File: config.mk
export PLATFORM = sky130hd
export DESIGN_NAME = asp_uart
export DESIGN_NICKNAME = d
export VERILOG_FILES = /design/src/common/asp_pkg.sv /design/src/common/asp_fifo_if.sv /design/src/rtl/asp_fifo.sv /design/src/rtl/asp_baud.sv /design/src/rtl/asp_uart.sv
export VERILOG_INCLUDE_DIRS = /design/src /design/src/common
export SDC_FILE = /design/constraint.sdc
export NUM_CORES = 1
export LEC_CHECK = 0
export ABC_AREA = 1
export BUFFER_PORTS_ARGS = -buffer_cell sky130_fd_sc_hd__buf_2
export CAP_MARGIN = 25
export CORE_UTILIZATION = 40
export CTS_CLUSTER_DIAMETER = 150
export DETAILED_ROUTE_END_ITERATION = 8
export PLACE_DENSITY = 0.58
export RECOVER_POWER = 100
export SLEW_MARGIN = 10
export SYNTH_ARGS = -nofsm -noshare
export SYNTH_HDL_FRONTEND = slang
export SYNTH_SLANG_ARGS = --single-unit
File: constraint.sdc
create_clock -name core_clk -period 5.9 [get_ports core_clk]
set_input_delay 1.18 -clock core_clk [delete_from_list [all_inputs] [get_ports core_clk]]
set_output_delay 1.18 -clock core_clk [all_outputs]
set_load 0.02 [all_outputs]
File: src/common/asp_defs.svh
// Constants of the async serial port: register offsets, field positions, reset values, timing.
// Assumes inclusion by the package and the modules; definitions only.
`ifndef ASP_DEFS_SVH
`define ASP_DEFS_SVH

// ******************************
// Register offsets (byte addresses)
// ******************************
`define ASP_OFS_DATA    4'h0
`define ASP_OFS_INT_EN  4'h1
`define ASP_OFS_INT_ID  4'h2
`define ASP_OFS_LCR     4'h3
`define ASP_OFS_MCR     4'h4
`define ASP_OFS_LSR     4'h5
`define ASP_OFS_MSR     4'h6
`define ASP_OFS_DIV     4'h7
`define ASP_OFS_STAT    4'h8
`define ASP_OFS_CLR     4'h9
`define ASP_OFS_SRST    4'ha
`define ASP_OFS_SHADOW  4'hb

// ******************************
// Line control fields
// ******************************
`define ASP_LCR_WLEN_LO   0
`define ASP_LCR_STOP      2
`define ASP_LCR_PEN       3
`define ASP_LCR_EPS       4
`define ASP_LCR_BREAK     6
`define ASP_LCR_RESET     8'h03

// ******************************
// Modem control fields
// ******************************
`define ASP_MCR_DTR       0
`define ASP_MCR_RTS       1
`define ASP_MCR_AFC       5
`define ASP_MCR_SIR       6
`define ASP_MCR_SIR_LP    7
`define ASP_MCR_RESET     8'h00

// ******************************
// Interrupt status bits and identification codes
// ******************************
`define ASP_IRQ_RLS       0
`define ASP_IRQ_RDA       1
`define ASP_IRQ_TX_HOLDING_EMPTY 2
`define ASP_IRQ_MSR       3
`define ASP_IID_NONE      4'h1
`define ASP_IID_RLS       4'h6
`define ASP_IID_RDA       4'h4
`define ASP_IID_TX_HOLDING_EMPTY 4'h2
`define ASP_IID_MSR       4'h0

// ******************************
// Defaults and timing
// ******************************
`define ASP_DIV_RESET     16'h0001
`define ASP_FIFO_DEPTH    16
`define ASP_OVERSAMPLE    16
`define ASP_SIR_PULSE     3
`define ASP_SIR_LP_PULSE  1
`define ASP_SRST_KEY      8'ha5

`endif

File: src/common/asp_pkg.sv
// Types of the async serial port.
// Assumes the defines header sits beside it.
package asp_pkg;
	typedef enum logic [2:0] {ASP_TX_IDLE, ASP_TX_START, ASP_TX_DATA, ASP_TX_PAR, ASP_TX_STOP}
		asp_tx_state_t;
	typedef enum logic [2:0] {ASP_RX_IDLE, ASP_RX_START, ASP_RX_DATA, ASP_RX_PAR, ASP_RX_STOP}
		asp_rx_state_t;
endpackage

File: src/common/asp_fifo_if.sv
// Push and pop bundle between the serial port core and its byte FIFOs.
// Assumes one clock domain shared by both ends.
`timescale 1ns/1ns
interface asp_fifo_if #(parameter int WIDTH = 8, parameter int CNTW = 5);
	logic push;
	logic [WIDTH-1:0] wdata;
	logic pop;
	logic [WIDTH-1:0] rdata;
	logic full;
	logic empty;
	logic [CNTW-1:0] count;
	modport core (output push, output wdata, output pop, input rdata, input full, input empty,
		input count);
	modport store (input push, input wdata, input pop, output rdata, output full, output empty,
		output count);
endinterface

File: src/rtl/asp_fifo.sv
// Byte FIFO with a registered head output and a flush input.
// Assumes pushes when full and pops when empty are ignored.
`timescale 1ns/1ns
module asp_fifo #(
	parameter int WIDTH = 8,
	parameter int DEPTH = 16,
	parameter int CNTW = 5
) (
	// Clock and resets.
	input wire logic core_clk,
	input wire logic reset,
	input wire logic flush,
	// Port towards the core.
	asp_fifo_if.store f
);
	localparam int AW = $clog2(DEPTH);
	logic [WIDTH-1:0] mem [DEPTH];
	logic [AW-1:0] wp_r, wp_nxt, rp_r, rp_nxt;
	logic [CNTW-1:0] cnt_r, cnt_nxt;
	logic [WIDTH-1:0] head_r;
	logic do_push, do_pop;

	// Pointer and count arithmetic; a flush empties without touching storage.
	always_comb begin
		do_push = f.push && (cnt_r != CNTW'(DEPTH));
		do_pop = f.pop && (cnt_r != '0);
		wp_nxt = do_push ? wp_r + AW'(1) : wp_r;
		rp_nxt = do_pop ? rp_r + AW'(1) : rp_r;
		cnt_nxt = cnt_r + CNTW'(do_push) - CNTW'(do_pop);
		if (flush) begin
			wp_nxt = '0;
			rp_nxt = '0;
			cnt_nxt = '0;
		end
	end

	always_ff @(posedge core_clk or posedge reset) begin
		if (reset) begin
			wp_r <= '0;
			rp_r <= '0;
			cnt_r <= '0;
		end else begin
			wp_r <= wp_nxt;
			rp_r <= rp_nxt;
			cnt_r <= cnt_nxt;
		end
	end

	// Storage and registered head; the head tracks the next read pointer.
	always_ff @(posedge core_clk) begin
		if (do_push)
			mem[wp_r] <= f.wdata;
		head_r <= (do_push && wp_r == rp_nxt) ? f.wdata : mem[rp_nxt];
	end

	assign f.rdata = head_r;
	assign f.full = (cnt_r == CNTW'(DEPTH));
	assign f.empty = (cnt_r == '0);
	assign f.count = cnt_r;
endmodule // asp_fifo

File: src/rtl/asp_baud.sv
// Baud tick generator: one pulse per sixteenth of a bit.
// Assumes a divisor of zero stalls the ticks.
`timescale 1ns/1ns
module asp_baud #(
	parameter int DW = 16
) (
	// Clock and reset.
	input wire logic core_clk,
	input wire logic reset,
	// Control.
	input wire logic [DW-1:0] divisor,
	output logic tick
);
	logic [DW-1:0] cnt_r, cnt_nxt;
	logic tick_nxt;

	// Count down the divisor; each wrap gives one oversample tick.
	always_comb begin
		tick_nxt = 1'b0;
		cnt_nxt = cnt_r - DW'(1);
		if (divisor == '0) begin
			cnt_nxt = '0;
		end else if (cnt_r <= DW'(1)) begin
			cnt_nxt = divisor;
			tick_nxt = 1'b1;
		end
	end

	always_ff @(posedge core_clk or posedge reset) begin
		if (reset) begin
			cnt_r <= '0;
			tick <= 1'b0;
		end else begin
			cnt_r <= cnt_nxt;
			tick <= tick_nxt;
		end
	end
endmodule // asp_baud

File: src/rtl/asp_uart.sv
// Async serial port core: register file, transmitter, receiver, interrupts.
// Assumes rx, cts and dsr pins are asynchronous and a 10 MHz core_clk.
`timescale 1ns/1ns
`include "asp_defs.svh"

// ******************************
// Top module
// ******************************
module asp_uart
	import asp_pkg::*;
#(
	parameter int DEPTH = `ASP_FIFO_DEPTH
) (
	// Clock and reset.
	input wire logic core_clk,
	input wire logic reset,
	// Register port.
	input wire logic [3:0] reg_addr,
	input wire logic [15:0] reg_wdata,
	input wire logic reg_wr,
	input wire logic reg_rd,
	output logic [15:0] reg_rdata,
	// Serial and modem pins.
	output logic txd,
	input wire logic rxd,
	output logic rts_n,
	input wire logic cts_n,
	output logic dtr_n,
	input wire logic dsr_n,
	// Interrupt.
	output logic irq
);
	localparam int CW = $clog2(DEPTH) + 1;
	logic srst;
	logic tick;

	// ******************************
	// Registers and soft reset
	// ******************************
	logic [7:0] lcr_r, lcr_nxt, mcr_r, mcr_nxt;
	logic [15:0] div_r, div_nxt;
	logic [3:0] ien_r, ien_nxt, stat_r, stat_nxt;
	logic [1:0] rstat_r, rstat_nxt; // Sticky overrun, sticky error.
	logic srst_r, srst_nxt;
	logic [15:0] rdata_nxt;
	logic [3:0] iid;
	logic [3:0] ev;
	logic ovr_ev, err_ev, tx_holding_empty_ev, msr_ev;
	logic [1:0] msr_sync1_r, msr_sync2_r, msr_prev_r;

	asp_fifo_if #(.WIDTH(8), .CNTW(CW)) txf ();
	asp_fifo_if #(.WIDTH(11), .CNTW(CW)) rxf ();

	asp_fifo #(.WIDTH(8), .DEPTH(DEPTH), .CNTW(CW)) u_txf (
		.core_clk(core_clk), .reset(reset), .flush(srst), .f(txf.store));
	asp_fifo #(.WIDTH(11), .DEPTH(DEPTH), .CNTW(CW)) u_rxf (
		.core_clk(core_clk), .reset(reset), .flush(srst), .f(rxf.store));
	asp_baud #(.DW(16)) u_baud (.core_clk(core_clk), .reset(reset), .divisor(div_r),
		.tick(tick));

	assign srst = srst_r;
	// Highest priority first: line status, data, transmit empty, modem.
	always_comb begin
		if (stat_r[`ASP_IRQ_RLS] && ien_r[`ASP_IRQ_RLS]) iid = `ASP_IID_RLS;
		else if (stat_r[`ASP_IRQ_RDA] && ien_r[`ASP_IRQ_RDA]) iid = `ASP_IID_RDA;
		else if (stat_r[`ASP_IRQ_TX_HOLDING_EMPTY] && ien_r[`ASP_IRQ_TX_HOLDING_EMPTY])
			iid = `ASP_IID_TX_HOLDING_EMPTY;
		else if (stat_r[`ASP_IRQ_MSR] && ien_r[`ASP_IRQ_MSR]) iid = `ASP_IID_MSR;
		else iid = `ASP_IID_NONE;
	end

	// Register writes, reads, sticky status; an event in a clear cycle wins.
	always_comb begin
		lcr_nxt = lcr_r;
		mcr_nxt = mcr_r;
		div_nxt = div_r;
		ien_nxt = ien_r;
		srst_nxt = 1'b0;
		rdata_nxt = 16'h0000;
		txf.push = 1'b0;
		txf.wdata = reg_wdata[7:0];
		rxf.pop = 1'b0;
		stat_nxt = stat_r;
		rstat_nxt = rstat_r;
		ev = {msr_ev, tx_holding_empty_ev, !rxf.empty, ovr_ev | err_ev};
		if (reg_wr) begin
			case (reg_addr)
				`ASP_OFS_DATA: txf.push = 1'b1;
				`ASP_OFS_INT_EN: ien_nxt = reg_wdata[3:0];
				`ASP_OFS_LCR: lcr_nxt = reg_wdata[7:0];
				`ASP_OFS_MCR: mcr_nxt = reg_wdata[7:0];
				`ASP_OFS_DIV: div_nxt = reg_wdata;
				`ASP_OFS_CLR: begin
					stat_nxt = stat_r & ~reg_wdata[3:0];
					if (reg_wdata[`ASP_IRQ_RLS]) rstat_nxt = 2'b00;
				end
				`ASP_OFS_SRST: srst_nxt = (reg_wdata[7:0] == `ASP_SRST_KEY);
				`ASP_OFS_SHADOW: begin
					// Shadow alias writes the DTR and RTS bits of modem control without read-modify-write.
					mcr_nxt[`ASP_MCR_RTS] = reg_wdata[`ASP_MCR_RTS];
					mcr_nxt[`ASP_MCR_DTR] = reg_wdata[`ASP_MCR_DTR];
				end
				default: ;
			endcase
		end
		stat_nxt = stat_nxt | ev;
		rstat_nxt = rstat_nxt | {ovr_ev, err_ev};
		if (reg_rd) begin
			case (reg_addr)
				`ASP_OFS_DATA: begin
					rdata_nxt = {5'h00, rxf.rdata};
					rxf.pop = 1'b1;
				end
				`ASP_OFS_INT_EN: rdata_nxt = {12'h000, ien_r};
				`ASP_OFS_INT_ID: rdata_nxt = {12'h000, iid};
				`ASP_OFS_LCR: rdata_nxt = {8'h00, lcr_r};
				`ASP_OFS_MCR: rdata_nxt = {8'h00, mcr_r};
				`ASP_OFS_LSR: rdata_nxt = {8'h00, txf.empty, txf.full, rstat_r, rxf.full,
					1'b0, rxf.empty, !rxf.empty};
				`ASP_OFS_MSR: rdata_nxt = {14'h0000, msr_sync2_r};
				`ASP_OFS_DIV: rdata_nxt = div_r;
				`ASP_OFS_STAT: rdata_nxt = {12'h000, stat_r};
				`ASP_OFS_SHADOW: rdata_nxt = {3'h0, rxf.count, 3'h0, txf.count};
				default: rdata_nxt = 16'h0000;
			endcase
		end
		if (srst_r) begin
			lcr_nxt = `ASP_LCR_RESET;
			mcr_nxt = `ASP_MCR_RESET;
			div_nxt = `ASP_DIV_RESET;
			ien_nxt = 4'h0;
			stat_nxt = 4'h0;
			rstat_nxt = 2'b00;
		end
	end

	always_ff @(posedge core_clk or posedge reset) begin
		if (reset) begin
			lcr_r <= `ASP_LCR_RESET;
			mcr_r <= `ASP_MCR_RESET;
			div_r <= `ASP_DIV_RESET;
			ien_r <= 4'h0;
			stat_r <= 4'h0;
			rstat_r <= 2'b00;
			srst_r <= 1'b0;
			reg_rdata <= 16'h0000;
			irq <= 1'b0;
		end else begin
			lcr_r <= lcr_nxt;
			mcr_r <= mcr_nxt;
			div_r <= div_nxt;
			ien_r <= ien_nxt;
			stat_r <= stat_nxt;
			rstat_r <= rstat_nxt;
			srst_r <= srst_nxt;
			reg_rdata <= rdata_nxt;
			irq <= |(stat_nxt & ien_nxt);
		end
	end

	// ******************************
	// Pin synchronisers and modem change detect
	// ******************************
	logic rx_s1_r, rx_s2_r;
	always_ff @(posedge core_clk or posedge reset) begin
		if (reset) begin
			rx_s1_r <= 1'b1;
			rx_s2_r <= 1'b1;
			msr_sync1_r <= 2'b00;
			msr_sync2_r <= 2'b00;
			msr_prev_r <= 2'b00;
		end else begin
			rx_s1_r <= rxd;
			rx_s2_r <= rx_s1_r;
			msr_sync1_r <= {~dsr_n, ~cts_n};
			msr_sync2_r <= msr_sync1_r;
			msr_prev_r <= msr_sync2_r;
		end
	end
	assign msr_ev = (msr_sync2_r != msr_prev_r);

	// ******************************
	// Transmitter
	// ******************************
	asp_tx_state_t tx_st_r, tx_st_nxt;
	logic [7:0] tx_sh_r, tx_sh_nxt;
	logic [3:0] tx_os_r, tx_os_nxt;
	logic [2:0] tx_bit_r, tx_bit_nxt;
	logic [1:0] tx_half_r, tx_half_nxt;
	logic tx_par_r, tx_par_nxt, tx_line;
	logic [2:0] nbits;
	logic [1:0] stop_halves;
	logic tx_go, tx_empty_prev_r;
	logic [3:0] pulse_len;
	logic txd_nxt, rts_nxt;

	assign nbits = {1'b1, lcr_r[1:0]};
	// Stop length in half bits, minus one: 1 bit, 1.5 for 5-bit chars, else 2.
	assign stop_halves = !lcr_r[`ASP_LCR_STOP] ? 2'd1 : (lcr_r[1:0] == 2'b00 ? 2'd2 : 2'd3);
	assign tx_go = !txf.empty && (!mcr_r[`ASP_MCR_AFC] || msr_sync2_r[0]);
	assign tx_holding_empty_ev = txf.empty && !tx_empty_prev_r;

	always_comb begin
		tx_st_nxt = tx_st_r;
		tx_sh_nxt = tx_sh_r;
		tx_os_nxt = tx_os_r;
		tx_bit_nxt = tx_bit_r;
		tx_half_nxt = tx_half_r;
		tx_par_nxt = tx_par_r;
		txf.pop = 1'b0;
		tx_line = 1'b1;
		case (tx_st_r)
			ASP_TX_IDLE: begin
				if (tx_go && tick) begin
					txf.pop = 1'b1;
					tx_sh_nxt = txf.rdata;
					tx_par_nxt = ~lcr_r[`ASP_LCR_EPS];
					tx_os_nxt = 4'h0;
					tx_st_nxt = ASP_TX_START;
				end
			end
			ASP_TX_START: begin
				tx_line = 1'b0;
				if (tick) begin
					tx_os_nxt = tx_os_r + 4'h1;
					if (tx_os_r == 4'hf) begin
						tx_bit_nxt = 3'd0;
						tx_st_nxt = ASP_TX_DATA;
					end
				end
			end
			ASP_TX_DATA: begin
				tx_line = tx_sh_r[0];
				if (tick) begin
					tx_os_nxt = tx_os_r + 4'h1;
					if (tx_os_r == 4'hf) begin
						tx_par_nxt = tx_par_r ^ tx_sh_r[0];
						tx_sh_nxt = {1'b0, tx_sh_r[7:1]};
						tx_bit_nxt = tx_bit_r + 3'd1;
						tx_half_nxt = 2'd0;
						if (tx_bit_r == nbits)
							tx_st_nxt = lcr_r[`ASP_LCR_PEN] ? ASP_TX_PAR : ASP_TX_STOP;
					end
				end
			end
			ASP_TX_PAR: begin
				tx_line = tx_par_r;
				if (tick) begin
					tx_os_nxt = tx_os_r + 4'h1;
					if (tx_os_r == 4'hf) tx_st_nxt = ASP_TX_STOP;
				end
			end
			ASP_TX_STOP: begin
				if (tick) begin
					tx_os_nxt = {1'b0, tx_os_r[2:0] + 3'd1};
					if (tx_os_r[2:0] == 3'h7) begin
						tx_half_nxt = tx_half_r + 2'd1;
						tx_os_nxt = 4'h0;
						if (tx_half_r == stop_halves) tx_st_nxt = ASP_TX_IDLE;
					end
				end
			end
			default: tx_st_nxt = ASP_TX_IDLE;
		endcase
		if (lcr_r[`ASP_LCR_BREAK]) tx_line = 1'b0;
		// SIR sends a short high pulse at the start of each zero bit, idle low.
		pulse_len = mcr_r[`ASP_MCR_SIR_LP] ? 4'(`ASP_SIR_LP_PULSE) : 4'(`ASP_SIR_PULSE);
		if (mcr_r[`ASP_MCR_SIR])
			txd_nxt = !tx_line && (tx_os_r < pulse_len);
		else
			txd_nxt = tx_line;
		// Request to send stays asserted while there is room for three more bytes.
		rts_nxt = !(mcr_r[`ASP_MCR_RTS] &&
			(!mcr_r[`ASP_MCR_AFC] || rxf.count < CW'(DEPTH - 2)));
		if (srst_r) tx_st_nxt = ASP_TX_IDLE;
	end

	always_ff @(posedge core_clk or posedge reset) begin
		if (reset) begin
			tx_st_r <= ASP_TX_IDLE;
			tx_sh_r <= 8'h00;
			tx_os_r <= 4'h0;
			tx_bit_r <= 3'd0;
			tx_half_r <= 2'd0;
			tx_par_r <= 1'b0;
			tx_empty_prev_r <= 1'b1;
			txd <= 1'b1;
			rts_n <= 1'b1;
			dtr_n <= 1'b1;
		end else begin
			tx_st_r <= tx_st_nxt;
			tx_sh_r <= tx_sh_nxt;
			tx_os_r <= tx_os_nxt;
			tx_bit_r <= tx_bit_nxt;
			tx_half_r <= tx_half_nxt;
			tx_par_r <= tx_par_nxt;
			tx_empty_prev_r <= txf.empty;
			txd <= txd_nxt;
			rts_n <= rts_nxt;
			dtr_n <= !mcr_r[`ASP_MCR_DTR];
		end
	end

	// ******************************
	// Receiver
	// ******************************
	asp_rx_state_t rx_st_r, rx_st_nxt;
	logic [7:0] rx_sh_r, rx_sh_nxt;
	logic [3:0] rx_os_r, rx_os_nxt;
	logic [2:0] rx_bit_r, rx_bit_nxt;
	logic rx_perr_r, rx_perr_nxt, rx_line;

	// SIR receive: a high pulse marks a zero bit; the idle line reads high.
	assign rx_line = mcr_r[`ASP_MCR_SIR] ? !rx_s2_r : rx_s2_r;

	always_comb begin
		rx_st_nxt = rx_st_r;
		rx_sh_nxt = rx_sh_r;
		rx_os_nxt = rx_os_r;
		rx_bit_nxt = rx_bit_r;
		rx_perr_nxt = rx_perr_r;
		rxf.push = 1'b0;
		rxf.wdata = 11'h000;
		ovr_ev = 1'b0;
		err_ev = 1'b0;
		if (tick) begin
			rx_os_nxt = rx_os_r + 4'h1;
			case (rx_st_r)
				ASP_RX_IDLE: begin
					rx_os_nxt = 4'h0;
					if (!rx_line) rx_st_nxt = ASP_RX_START;
				end
				ASP_RX_START: begin
					if (rx_os_r == 4'h7) begin
						rx_os_nxt = 4'h0;
						rx_bit_nxt = 3'd0;
						rx_sh_nxt = 8'h00;
						rx_perr_nxt = lcr_r[`ASP_LCR_EPS];
						rx_st_nxt = rx_line ? ASP_RX_IDLE : ASP_RX_DATA;
					end
				end
				ASP_RX_DATA: begin
					if (rx_os_r == 4'hf) begin
						rx_sh_nxt = {rx_line, rx_sh_r[7:1]};
						rx_perr_nxt = rx_perr_r ^ rx_line;
						rx_bit_nxt = rx_bit_r + 3'd1;
						if (rx_bit_r == nbits)
							rx_st_nxt = lcr_r[`ASP_LCR_PEN] ? ASP_RX_PAR : ASP_RX_STOP;
					end
				end
				ASP_RX_PAR: begin
					if (rx_os_r == 4'hf) begin
						rx_perr_nxt = !(rx_perr_r ^ rx_line);
						rx_st_nxt = ASP_RX_STOP;
					end
				end
				ASP_RX_STOP: begin
					if (rx_os_r == 4'hf) begin
						// Entry: {break, framing, parity, byte right aligned}.
						rxf.wdata = {(rx_sh_r == 8'h00) && !rx_line, !rx_line,
							rx_perr_r && lcr_r[`ASP_LCR_PEN],
							rx_sh_r >> (3'd7 - nbits)};
						rxf.push = 1'b1;
						ovr_ev = rxf.full;
						err_ev = !rx_line || (rx_perr_r && lcr_r[`ASP_LCR_PEN]);
						rx_st_nxt = ASP_RX_IDLE;
					end
				end
				default: rx_st_nxt = ASP_RX_IDLE;
			endcase
		end
		if (srst_r) rx_st_nxt = ASP_RX_IDLE;
	end

	always_ff @(posedge core_clk or posedge reset) begin
		if (reset) begin
			rx_st_r <= ASP_RX_IDLE;
			rx_sh_r <= 8'h00;
			rx_os_r <= 4'h0;
			rx_bit_r <= 3'd0;
			rx_perr_r <= 1'b0;
		end else begin
			rx_st_r <= rx_st_nxt;
			rx_sh_r <= rx_sh_nxt;
			rx_os_r <= rx_os_nxt;
			rx_bit_r <= rx_bit_nxt;
			rx_perr_r <= rx_perr_nxt;
		end
	end

	// ******************************
	// Checks
	// ******************************
	a_irq_follows_status: assert property (@(posedge core_clk) disable iff (reset)
		##1 irq == $past(|(stat_nxt & ien_nxt))) else $error("irq mismatch");
	a_rls_top_priority: assert property (@(posedge core_clk) disable iff (reset)
		(stat_r[0] && ien_r[0]) |-> iid == `ASP_IID_RLS) else $error("bad priority");
	a_overrun_sticky: assert property (@(posedge core_clk) disable iff (reset)
		ovr_ev && !srst_r |=> rstat_r[1]) else $error("overrun lost");
	a_break_line_low: assert property (@(posedge core_clk) disable iff (reset)
		lcr_r[6] && !mcr_r[6] |=> !txd) else $error("break not sent");
	a_soft_reset_clears: assert property (@(posedge core_clk) disable iff (reset)
		srst_r |=> lcr_r == `ASP_LCR_RESET && stat_r == 4'h0) else $error("soft reset");
	a_push_to_fifo: assert property (@(posedge core_clk) disable iff (reset)
		reg_wr && reg_addr == `ASP_OFS_DATA && !txf.full && !srst_r |=> !txf.empty)
		else $error("tx push lost");
	a_start_bit_low: assert property (@(posedge core_clk) disable iff (reset)
		tx_st_r == ASP_TX_START && !mcr_r[6] |=> !txd) else $error("start not low");
	a_flow_hold: assert property (@(posedge core_clk) disable iff (reset)
		tx_st_r == ASP_TX_IDLE && mcr_r[5] && !msr_sync2_r[0] |=> tx_st_r == ASP_TX_IDLE)
		else $error("sent against cts");
endmodule // asp_uart

==> results of run 1 <==
## registers in the layout, summed over array words and instances (netlist names), 5 cells and up, named ones only
name / cells
tx_sh_r: 8
u_rxf.mem: 176
mcr_r: 8
reg_rdata: 16
rx_sh_r: 8
lcr_r: 8
div_r: 16
u_txf.f.count: 5
u_rxf.f.count: 5
u_txf.mem: 128
u_baud.cnt_r: 16
## critical path: stages (launching register included)
cell	delay [ps]
sky130_fd_sc_hd__dfrtp_1	390
sky130_fd_sc_hd__ha_1	200
sky130_fd_sc_hd__nand3_1	150
sky130_fd_sc_hd__nor3_1	910
sky130_fd_sc_hd__inv_1	280
sky130_fd_sc_hd__nor2_1	590
sky130_fd_sc_hd__nand2_1	230
sky130_fd_sc_hd__nor2_1	470
sky130_fd_sc_hd__clkbuf_1	510
## routing by layer
layer	global-route usage, %	up-vias	routed length (microns)
met2	32.3	405	24700
met3	2.89	92	2720
li1	-	7458	-
met4	6.88	4	1450
met5	0	-	22
met1	28.0	7428	24900
## stage by stage
step / area [sq um] / hold WS (ps) / power (mW) / cells / setup slack [ps]
2_1_floorplan: 21300 / 331 / 5.59 / 2247 / 557
3_3_place_gp: 22200 / 336 / 6.23 / 2921 / 2030
3_5_place_dp: 22300 / 337 / 6.26 / 2930 / 2020
4_1_cts: 24000 / 353 / 9.50 / 3022 / 2660
5_1_grt: 23700 / 361 / 9.91 / 3025 / 1370
6_report: 23700 / 352 / 9.40 / 3025 / 1780
## power groups by stage
stage | registers [mW] | logic (mW) | clock network [mW]
2_1_floorplan | 3.97 | 1.62 | 0
3_3_place_gp | 4.03 | 2.20 | 0
3_5_place_dp | 4.03 | 2.22 | 0
4_1_cts | 3.98 | 2.24 | 3.29
5_1_grt | 4.01 | 2.49 | 3.41
6_report | 3.98 | 2.20 | 3.22
## Yosys cell counts, drive strengths merged, types with 2 or more instances
cell type / instances
edfxtp: 304
or2: 2
fa: 2
nor3: 18
ha: 32
dfrtp: 146
xor2: 15
nand4: 21
xnor2: 9
nand2: 539
clkinv: 4
a21oi: 59
nand3: 248
nor4: 2
o21ai: 143
clkbuf: 45
dfxtp: 8
buf: 37
a31oi: 3
dfstp: 9
a211oi: 2
nor2: 238
o22ai: 19
o211ai: 17
inv: 318
## how the worst min path moves through the flow
stage / start / to / slack (ps)
after floorplan: msr_sync1_r[0]$_DFF_PP0_ / msr_sync2_r[0]$_DFF_PP0_ / 330
after global placement: msr_sync1_r[1]$_DFF_PP0_ / msr_sync2_r[1]$_DFF_PP0_ / 340
after detailed placement: msr_sync1_r[1]$_DFF_PP0_ / msr_sync2_r[1]$_DFF_PP0_ / 340
after CTS: msr_sync1_r[1]$_DFF_PP0_ / msr_sync2_r[1]$_DFF_PP0_ / 350
after global routing: rx_s1_r$_DFF_PP1_ / rx_s2_r$_DFF_PP1_ / 360
final: msr_sync1_r[1]$_DFF_PP0_ / msr_sync2_r[1]$_DFF_PP0_ / 350
## placed cells by master (no fill, tap or decap), types with 15 or more instances in the layout
cell | netlist | layout
sky130_fd_sc_hd__ha_1 | 32 | 32
sky130_fd_sc_hd__nand4_1 | 21 | 21
sky130_fd_sc_hd__o22ai_1 | 18 | 19
sky130_fd_sc_hd__o211ai_1 | 17 | 17
sky130_fd_sc_hd__clkbuf_1 | 45 | 69
sky130_fd_sc_hd__a21oi_1 | 58 | 58
sky130_fd_sc_hd__o21ai_0 | 132 | 142
sky130_fd_sc_hd__dfrtp_1 | 146 | 146
sky130_fd_sc_hd__xor2_1 | 15 | 15
sky130_fd_sc_hd__inv_1 | 310 | 312
sky130_fd_sc_hd__nand2_1 | 532 | 538
sky130_fd_sc_hd__nand3_1 | 245 | 248
sky130_fd_sc_hd__buf_2 | 28 | 16
sky130_fd_sc_hd__edfxtp_1 | 304 | 304
sky130_fd_sc_hd__nor3_1 | 16 | 18
sky130_fd_sc_hd__clkbuf_16 | 0 | 52
sky130_fd_sc_hd__nor2_1 | 233 | 234
## cell type report
cell class | count | area, sq um | share of cell area (%)
Clock inverter | 19 | 267 | 1.12
Sequential cell | 467 | 13200 | 55.5
Multi-Input combinational cell | 1376 | 6420 | 27.0
Clock buffer | 73 | 1430 | 6.03
Timing Repair Buffer | 80 | 378 | 1.59
Inverter | 322 | 1210 | 5.11
Tap cell | 688 | 861 | 3.62
## kinds of logic after synthesis
kind of cell             count (synthesis)  synth area share, %
AND/OR/NAND/NOR                       1070                 21.2
multiplexers                             1               0.0471
flip-flops                             467                 62.0
adder cells (fa/ha/maj)                 34                 2.07
XOR/XNOR                                24                0.989
buffers and inverters                  404                 7.40
AO/OA/AOI/OAI                          247                 6.31
==> results.txt, run 1 <==
The run gives 1081 as the violation count after the first detailed-route iteration. In this run, distinct cell masters in the synthesized netlist total 47. Data on the critical path arrives at its endpoint at 4340 ps.

The via count of the first global-routing pass was 15052; the areal power density over the cells was 396 nW/um^2. After routing, the total negative slack on setup checks comes to 0 ps. The run gives 23.4% as the fraction of power consumed by combinational cells. After global routing the overflow that remains totals 0. Following the worst setup path forward leads to its endpoint at u_rxf.mem[13][4]$_DFFE_PP_. The routed design has 53800 microns of wire.

After clock tree synthesis, the clock-pin slew on the worst setup and hold paths is 60 ps. The logs give 21300 sq um for the total standard cell area after synthesis and 20.1% for the global-route usage over all layers. TritonCTS built the clock tree. In the synthesized netlist the async set-or-reset flop fraction comes to 33.2%. The die is 233 microns wide.

Startpoint of the lowest-slack register-to-register path: rx_os_r[0]$_DFFE_PP0P_. In this run the remaining antenna-violating nets after routing total 0. In the final routed layout, each cell accounts on average for 17.8 microns. Counting every net in the synthesized netlist gives 2308. sky130_fd_sc_hd__edfxtp_1 takes more of the synthesized area than any other cell. The count of buffers inserted at the top-level ports is 46.

The logs give 0 for the count of pins over their slew limit and 0 for the number of post-CTS setup repair buffers. Cell internal power was estimated by the tool at 6.34 mW. The total area inside the core boundary comes to 52600 sq um. The worst-margin pin slew works out to 1420 ps. The post-route clock skew is 21.9 ps. In this run the clock root is driven by a sky130_fd_sc_hd__clkbuf_16.

Among all flip-flop cells after synthesis, the most frequent one is sky130_fd_sc_hd__edfxtp_1. By area the synthesized netlist is led by sky130_fd_sc_hd__edfxtp_1, sky130_fd_sc_hd__dfrtp_1, sky130_fd_sc_hd__nand2_1. The net switching component of the power was 3.06 mW; the final clock period utilization by the worst path was 69.8%.

The first global-routing pass estimated 84200 microns of wire. In this run, post-CTS hold repair placed 0 buffers. In this run the critical register-to-register path is captured at u_rxf.mem[13][4]$_DFFE_PP_. For the power share of the clock group, the log shows 34.3%. Total of flip-flops plus latches after synthesis: 467.

The share of total power consumed by net switching was 32.6%. The tools report the die area as 54100 sq um. The tools report the total clock buffers created by CTS as 49. Post-CTS repair changed the size of 0 cells. In the routed design, unresolved DRC markers number 0. At the end of the flow the core is filled with cells to 45.2%. Setup violations remaining at the end of the flow were counted as 0. The run gives 15387 as the total vias in the final route. The logs give 84 for the number of placement rows and 47 for the top-level port count. Summed over all cells, the static leakage comes to 10.4 nW. Static timing analysis puts the maximum clock frequency at 243 MHz. The mean number of vias per cell was 5.09; the number of cells on the worst hold path was 0.

For this configuration, the core starts out at a cell density of 40.4%. Yosys printed 0 warnings. The HPWL reported at the end of detailed placement was 34900 microns; the height of the chip was 233 microns. In this run the biggest area consumer among cell types represents 43.0% of the synthesized area. The average size of a mapped cell is 9.46 sq um, and the share of total power in sequential cells is 42.3%.

Measured in cells, the most critical reg-to-reg path has a length of 8. The number of filler instances in the final layout was 5031; the net count of the finished layout was 2357. Headroom to the max-slew limit came out at 5.18%. The first detailed-routing pass took 9 iterations. In this run the worst hold path is classified as register to register. For the H-tree depth, the log shows 2. For the maximum number of pins on one net before global-route repair, the log shows 89. The worst register-to-register path has a setup slack of 1780 ps. Clock tree synthesis found a total of 467 sinks. The number of antenna violations at the first check in global routing is 2, and the gate count after technology mapping is 2247. Area growth from synthesis to final layout: 11.7%. STA puts the critical path data required time at 6120 ps.

The worst setup path is captured at a register. The critical path is of the register to register type. The run finished with clean final reports. The congestion estimate from routability-driven global placement came to 0.912. Origin of the worst setup path: rx_os_r[0]$_DFFE_PP0P_.

Of the cells placed in the final design, the portion with a size suffix greater than 1 is 5.18%. Of all nets on the critical path, the largest fanout is 10. Number of enable-type register cells in the synthesized netlist: 304. The worst setup path is launched from a register.

The logs give 0 for the final count of hold timing violations and 62.0% for the part of the Yosys area used for sequential elements. The insertion delay of the later-clocked pin in the worst-skew pair was 600 ps; the antenna diode count was 0. Setup repair after global routing left no endpoint under its margin. The number of max-cap violations is 0, and the post-layout minimum cycle time is 4120 ps. The worst-case clock buffer depth came out at 3. The highest ir drop seen on vdd was 0.353 mV.
Power figures use the tool's default switching activity.
==> run 2, diff against run 1 <==
ABC_AREA = 0   (was 1)
clock period = 3.8 ns   (was 5.9 ns; I/O delays follow)
==> results.txt, run 2 <==
The critical-path maximum fanout is 11 (+1), and the number of distinct standard cells referenced by the synthesized netlist is 83 (+77%). The wire length per cell is 21.3 microns (+20%), and the filler-free cell count of the finished design is 2201 (-27%). Area share of the leading cell type in the synthesized netlist: 45.0% (+2.1 points).

The number of remaining DRC errors came out at 0 (unchanged). The checks that failed: max-capacitance violations, max-slew violations. Residual overflow from global routing: 0 (unchanged). Commonest register cell after synthesis: sky130_fd_sc_hd__edfxtp_1.

The post-route clock skew is 13.5 ps (-8.34 ps), and the placed cell count is 2116 (-28%). The path class of the tightest hold or removal check is input port to register. The count of pins over their slew limit is 203 (+203), and the delay of the slowest cell on the worst path is 940 ps (+30 ps). The run gives 40.5% (+0.051 points) as the initial core utilization.

The cell with the largest stage delay on the worst path was sky130_fd_sc_hd__and2_0. Number of enable-type register cells in the synthesized netlist: 304 (unchanged). The total standard cell area after synthesis was 20300 sq um (-4.6%).

The logs give 68 (-24%) for the maximum number of pins on one net before global-route repair and 0 (unchanged) for the number of warnings reported in the yosys synthesis log. The post-cts hold buffer count was 0 (unchanged). Setup repair after global routing left no endpoint under its margin. For the sum of negative setup slack, the log shows 0 ps (unchanged). The number of post-CTS setup repair buffers was 0 (unchanged). The post-layout minimum cycle time works out to 3270 ps (-853 ps). For the count of nets left with antenna violations after detail routing, the log shows 0 (unchanged).

The largest registers in the layout are u_rxf.mem (176), u_txf.mem (128). The final wirelength came out at 46900 microns (-13%). The run gives 12074 (-20%) as the via count of the first global-routing pass. The logs give 2 (unchanged) for the H-tree depth and 47 (unchanged) for the top-level port count. For the number of clock sinks, the log shows 467 (unchanged). The flip-flop count of the largest register after layout is 176 (unchanged).

The tools report the die area as 51600 sq um (-4.6%). Ranked by flip-flop count, first place goes to u_rxf.mem. The run gives 3980 ps (-2140 ps) as the worst path required time. The antenna diode count is 0 (unchanged). The worst-margin pin slew came out at 2070 ps (+643 ps).

The setup-violating endpoint count in the final report came out at 0 (unchanged). The tools report the number of antenna violations at the first check in global routing as 0 (-2). The type of the setup path with the least slack was register to register. The top cell types in the final layout, fill and taps aside, are sky130_fd_sc_hd__edfxtp_1, sky130_fd_sc_hd__dfrtp_1, sky130_fd_sc_hd__nand2_1. The number of detailed-routing iterations run before antenna repair is 5 (-4), and the area growth from synthesis to final layout is 11.6%. The reg2reg setup slack was 530 ps (-1250 ps); the clock input transition at the sequential cells of the worst setup and hold paths was 60 ps (about the same). The areal power density over the cells is 599 nW/um^2 (+51%), and the count of buffers inserted at the top-level ports is 46 (unchanged).

Summed over all instances, the cell type with the most area after synthesis is sky130_fd_sc_hd__edfxtp_1. The root buffer cell is sky130_fd_sc_hd__clkbuf_16. The total of flip-flops plus latches after synthesis was 467 (unchanged); the worst-case clock buffer depth was 3 (unchanged).

The endpoint class of the critical path was a register. The highest attainable clock frequency is 306 MHz (+26%). The tools report the violation count after the first detailed-route iteration as 959 (-11%).

The tools report the worst hold margin as 307 ps (-45.1 ps). Global-route usage over all layers: 18.6% (-1.5 points). Among all cell types in the netlist, the one instantiated most often is sky130_fd_sc_hd__edfxtp_1. Most common cell after layout, fill and taps aside: sky130_fd_sc_hd__edfxtp_1.

The tools report the total clock buffers created by CTS as 47 (-4.1%). The average size of a mapped cell was 14.1 sq um (+49%); the net count of the finished layout was 1554 (-34%). The logs give 65.0% (+3.0 points) for the part of the Yosys area used for sequential elements and 0 (unchanged) for the number of gates resized after CTS. The layout cell share with drive strength beyond 1 works out to 12.8% (+7.6 points). The number of placement rows is 82 (-2.4%).

The run gives 0.852 (-6.6%) as the final weighted congestion in routability-driven placement. The leakage power figure is 7.75 nW (-26%), and the number of max-cap violations is 5 (+5). The height of the chip is 227 microns (-2.3%), and the async set-reset flop share out of synthesis is 33.2% (unchanged). The horizontal extent of the die came out at 227 microns (-2.3%). For the insertion delay of the later-clocked pin in the worst-skew pair, the log shows 570 ps (-30 ps). The run finished, with violations left. The synthesized netlist net count is 1501 (-35%). Walking the worst path, the cells encountered are ha_1, nand4_1, or2_0, nor4_1, and2_0. Gate count after technology mapping: 1440 (-36%). The worst slew margin relative to its limit came out at -37.7% (-43 points). TritonCTS built the clock tree. By area the synthesized netlist is led by sky130_fd_sc_hd__edfxtp_1, sky130_fd_sc_hd__dfrtp_1, sky130_fd_sc_hd__mux4_2. The final clock period utilization by the worst path is 86.0% (+16 points).

The run gives 0.316 mV (-10%) as the highest ir drop seen on vdd. The total vias in the final route came out at 12011 (-22%). By count the netlist is led by sky130_fd_sc_hd__edfxtp_1, sky130_fd_sc_hd__dfrtp_1, sky130_fd_sc_hd__nand2_1, sky130_fd_sc_hd__nor2_1, sky130_fd_sc_hd__a21oi_1. The data arrival time of the worst path is 3450 ps (-890 ps), and the mean number of vias per cell is 5.46 (+7.3%). The logs give 31300 microns (-10%) for the HPWL reported at the end of detailed placement and 72500 microns (-14%) for the wire length of the first global-routing pass. The final count of hold timing violations came out at 0 (unchanged). The element type at the critical path start was a register. The placeable core region came out at 50100 sq um (-4.7%).
run 2: changes by cell type in the layout (fill, tap and decap cells not counted), sizes merged, moves of 73 or more:
cell	delta
nand2	-402
inv	-279
nor2	-140
o21ai	-110
nand3	-201
mux4	+73
run 2: power by group:
| group | leakage (nW) | switching [mW] | internal [mW] | total (mW) |
|---|---|---|---|---|
| logic | 2.56 | 1.27 | 1.17 | 2.44 |
| registers | 4.44 | 0.635 | 5.81 | 6.45 |
| clock network | 0.746 | 1.93 | 2.73 | 4.66 |
| total | 7.75 | 3.83 | 9.71 | 13.5 |
run 2: metrics by stage:
stage	util, %	power [mW]	setup WS [ps]	cell area (sq um)
finish	45.2	13.5	532	22600
CTS	45.7	13.7	795	22900
global route	45.2	14.2	320	22600
global placement	42.6	9.02	459	21300
floorplan	-	8.27	570	20300
detailed placement	42.6	9.07	448	21300
run 2: worst paths after layout:
kind / from / endpoint / cells after the start
min in group asynchronous: reset / reg_rdata[4]$_DFF_PP0_ / 2
worst min register to register: msr_sync1_r[1]$_DFF_PP0_ / msr_sync2_r[1]$_DFF_PP0_ / 0
max in group asynchronous: reset / rx_sh_r[0]$_DFFE_PP0P_ / 3
worst max register to register: rx_os_r[0]$_DFFE_PP0P_ / u_rxf.mem[3][10]$_DFFE_PP_ / 5
worst max-delay path: rx_os_r[0]$_DFFE_PP0P_ / u_rxf.mem[3][10]$_DFFE_PP_ / 5
worst min-delay path: rxd / rx_s1_r$_DFF_PP1_ / 1
run 2: per-layer routing:
| metal | vias up | track usage (%) | wire [microns] |
|---|---|---|---|
| li1 | 5552 | - | - |
| met5 | - | 0 | 0 |
| met1 | 6102 | 25.2 | 20400 |
| met3 | 72 | 2.88 | 2130 |
| met4 | 0 | 5.98 | 1100 |
| met2 | 285 | 30.7 | 23300 |
run 2: kinds of logic after synthesis:
family,after synthesis,synth area share (%)
AO/OA/AOI/OAI,233,7.74
XOR/XNOR,40,1.73
adder cells (fa/ha/maj),34,2.17
buffers and inverters,123,2.61
flip-flops,467,65.0
multiplexers,105,9.73
AND/OR/NAND/NOR,438,11.0
run 2: critical path: cells and delay by family, from the launching register on:
family / cells / cell delay, ps
and+or+nand+nor: 4 / 2250
DFF: 1 / 380
adders and majority gates: 1 / 240
run 2: cell type report:
class                      instances  area (sq um)
fill                            4528         27500
clock inverter                    25           250
tap                              672           841
sequential                       467         13200
clock buffer                      60          1290
timing repair buffer              85           414
multi-input combinational        850          6480
inverter                          42           159
==> run 3, diff against run 2 <==
==> constraint.sdc (replaced) <==
create_clock -name core_clk -period 3.8 [get_ports core_clk]
set_input_delay 0.19 -clock core_clk [delete_from_list [all_inputs] [get_ports core_clk]]
set_output_delay 0.19 -clock core_clk [all_outputs]
set_load 0.02 [all_outputs]
==> results.txt, run 3 (synthesized netlist as in run 2, its figures left out) <==
The area growth from synthesis to final layout is 12.5%, and the count of pins over their slew limit is 147 (-28%). The worst-case clock buffer depth was 3 (unchanged). The endpoint class of the critical path is a register. The setup path with the least slack is of type register to register.

The cell area after layout is 22800 sq um (+0.86%). The final wirelength was 47400 microns (+1.0%). The tools report the highest attainable clock frequency as 304 MHz (-0.58%). The largest registers in the layout are u_rxf.mem (176), u_txf.mem (128). For the cell area reported after detailed placement, the log shows 21300 sq um (-0.26%).

The tools report the die area as 51600 sq um (unchanged). The final weighted congestion in routability-driven placement was 0.905 (+6.3%); the data arrival time of the worst path was 3580 ps (+130 ps). Count of nets left with antenna violations after detail routing: 0 (unchanged).

The tools report the placeable core region as 50100 sq um (unchanged). Initial core utilization: 40.5% (unchanged). The final clock period utilization by the worst path is 86.5% (+0.50 points), and the placed cell count is 2110 (-0.28%).

Antenna diode count: 0 (unchanged). The setup slack at placement was 829 ps (+381 ps). The tightest min-delay check is of the input port to register type. In this design, the largest share of critical-path delay is due to simple AND/OR/NAND/NOR gates.

The tools report the H-tree depth as 2 (unchanged). The total power consumption of the routed design was 13.7 mW (+0.89%); the violation count after the first detailed-route iteration was 862 (-10%). Count of buffers inserted at the top-level ports: 46 (unchanged).

The worst path required time was 4090 ps (+110 ps). Number of gates resized after CTS: 0 (unchanged). The final reports fail on max-capacitance violations, max-slew violations. The net count of the finished layout was 1560 (+0.39%); the sum of negative setup slack was 0 ps (unchanged). For the top-level port count, the log shows 47 (unchanged). Setup repair after global routing left no endpoint under its margin.

The via count of the first global-routing pass is 12359 (+2.4%). The worst-margin pin slew was 2580 ps (+510 ps); the HPWL reported at the end of detailed placement was 31500 microns (+0.65%). The logs give 0 (unchanged) for the number of antenna violations at the first check in global routing and 0 (unchanged) for the residual overflow from global routing.

For the worst hold margin, the log shows 67.9 ps (-239 ps). The setup-violating endpoint count in the final report was 0 (unchanged). The filler-free cell count of the finished design was 2210 (+0.41%). The maximum number of pins on one net before global-route repair was 104 (+53%); the worst setup margin was 513 ps (-19.0 ps). The delay of the slowest cell on the worst path was 820 ps (-120 ps).

The total vias in the final route was 12117 (+0.88%). The tree is rooted in a sky130_fd_sc_hd__clkbuf_16. The number of remaining DRC errors is 0 (unchanged), and the final count of hold timing violations is 0 (unchanged). The flip-flop count of the largest register after layout is 176 (unchanged).

The register with the most flip-flops in the final layout is u_rxf.mem. The number of clock sinks came out at 467 (unchanged). The count of buffering cells on the critical path with inverters included was 3 (+3); the post-route clock skew was 29.8 ps (+16.3 ps). The run gives 6 (+1) as the number of detailed-routing iterations run before antenna repair. For the wire length of the first global-routing pass, the log shows 74100 microns (+2.2%). The global-route usage over all layers was 19.0% (+0.40 points); the layout cell share with drive strength beyond 1 was 13.2% (+0.45 points). For the number of placement rows, the log shows 82 (unchanged). The cell with the largest stage delay on the worst path is sky130_fd_sc_hd__nor3_1. For the leakage power figure, the log shows 7.83 nW (+1.1%).

The clock input transition at the sequential cells of the worst setup and hold paths is 60 ps (about the same). Cell repeated most along the worst path: sky130_fd_sc_hd__nor3_1. The wire length per cell works out to 21.4 microns (+0.58%). The post-cts hold buffer count is 12 (+12). TritonCTS built the clock tree.

The logs give -71.7% (-34 points) for the worst slew margin relative to its limit and 0.457 mV (+44%) for the highest ir drop seen on vdd. The insertion delay of the later-clocked pin in the worst-skew pair was 590 ps (+20 ps). The height of the chip was 227 microns (unchanged); the mean number of vias per cell was 5.48 (+0.47%).

Post-layout minimum cycle time: 3290 ps (+19.0 ps). The library cells used most frequently in the layout, excluding fill and tap cells, are sky130_fd_sc_hd__edfxtp_1, sky130_fd_sc_hd__dfrtp_1, sky130_fd_sc_hd__nand2_1. The signal on the critical path passes through inv_1, ha_1, and4bb_2, nor3_1, clkbuf_1, nand2_1, nor3_1, buf_4. The total clock buffers created by CTS is 47 (unchanged), and the areal power density over the cells is 599 nW/um^2 (about the same).

The flow ran to the end, but the final reports show violations. The number of post-CTS setup repair buffers is 0 (unchanged), and the number of max-cap violations is 2 (-3). Leaving out fill and tap cells, the most frequent cell in the layout is sky130_fd_sc_hd__edfxtp_1. The worst setup path is launched from a register. The tools report the post-layout utilization of the core as 45.6% (+0.39 points).

The critical-path maximum fanout is 8 (-3). The horizontal extent of the die is 227 microns (unchanged).
## run 3: worst paths after layout
| check | start | end | slack [ps] | cells after the start |
|---|---|---|---|---|
| min in group asynchronous | reset | reg_rdata[8]$_DFF_PP0_ | 370 | 4 |
| max in group asynchronous | reset | srst$_DFF_PP0_ | 970 | 4 |
| hold reg to reg | msr_sync1_r[1]$_DFF_PP0_ | msr_sync2_r[1]$_DFF_PP0_ | 350 | 0 |
| hold / removal | reg_wr | lcr_r[3]$_DFFE_PP0P_ | 70 | 3 |
| setup reg to reg | u_rxf.f.count[2]$_DFF_PP0_ | u_rxf.mem[4][9]$_DFFE_PP_ | 510 | 8 |
| setup / recovery | u_rxf.f.count[2]$_DFF_PP0_ | u_rxf.mem[4][9]$_DFFE_PP_ | 510 | 8 |
## run 3: worst register-to-register path: cells and delay by family, from the launching register on
kind / cells / cell delay, ps
fa+ha+maj: 1 / 220
buf+inv: 3 / 850
flops: 1 / 390
simple gates: 4 / 1530
## run 3: where the power goes
part | internal (mW) | switching [mW]
clock network | 2.87 | 1.93
logic | 1.16 | 1.27
registers | 5.81 | 0.613
## run 3: cell type report
cell class,instances,area [sq um]
repair buffers,91,494
flip-flops and latches,467,13200
multi-input cells,850,6510
well taps,672,841
clock inverters,21,244
clock buffers,67,1380
fillers,4507,27300
inverters,42,161
## run 3: metal layers
layer / GRT usage, % / up-vias / routed length (microns)
li1: - / 5551 / -
met4: 5.17 / 0 / 930
met1: 25.0 / 6238 / 20200
met5: 0 / - / 0
met2: 32.8 / 268 / 24300
met3: 2.85 / 60 / 2010
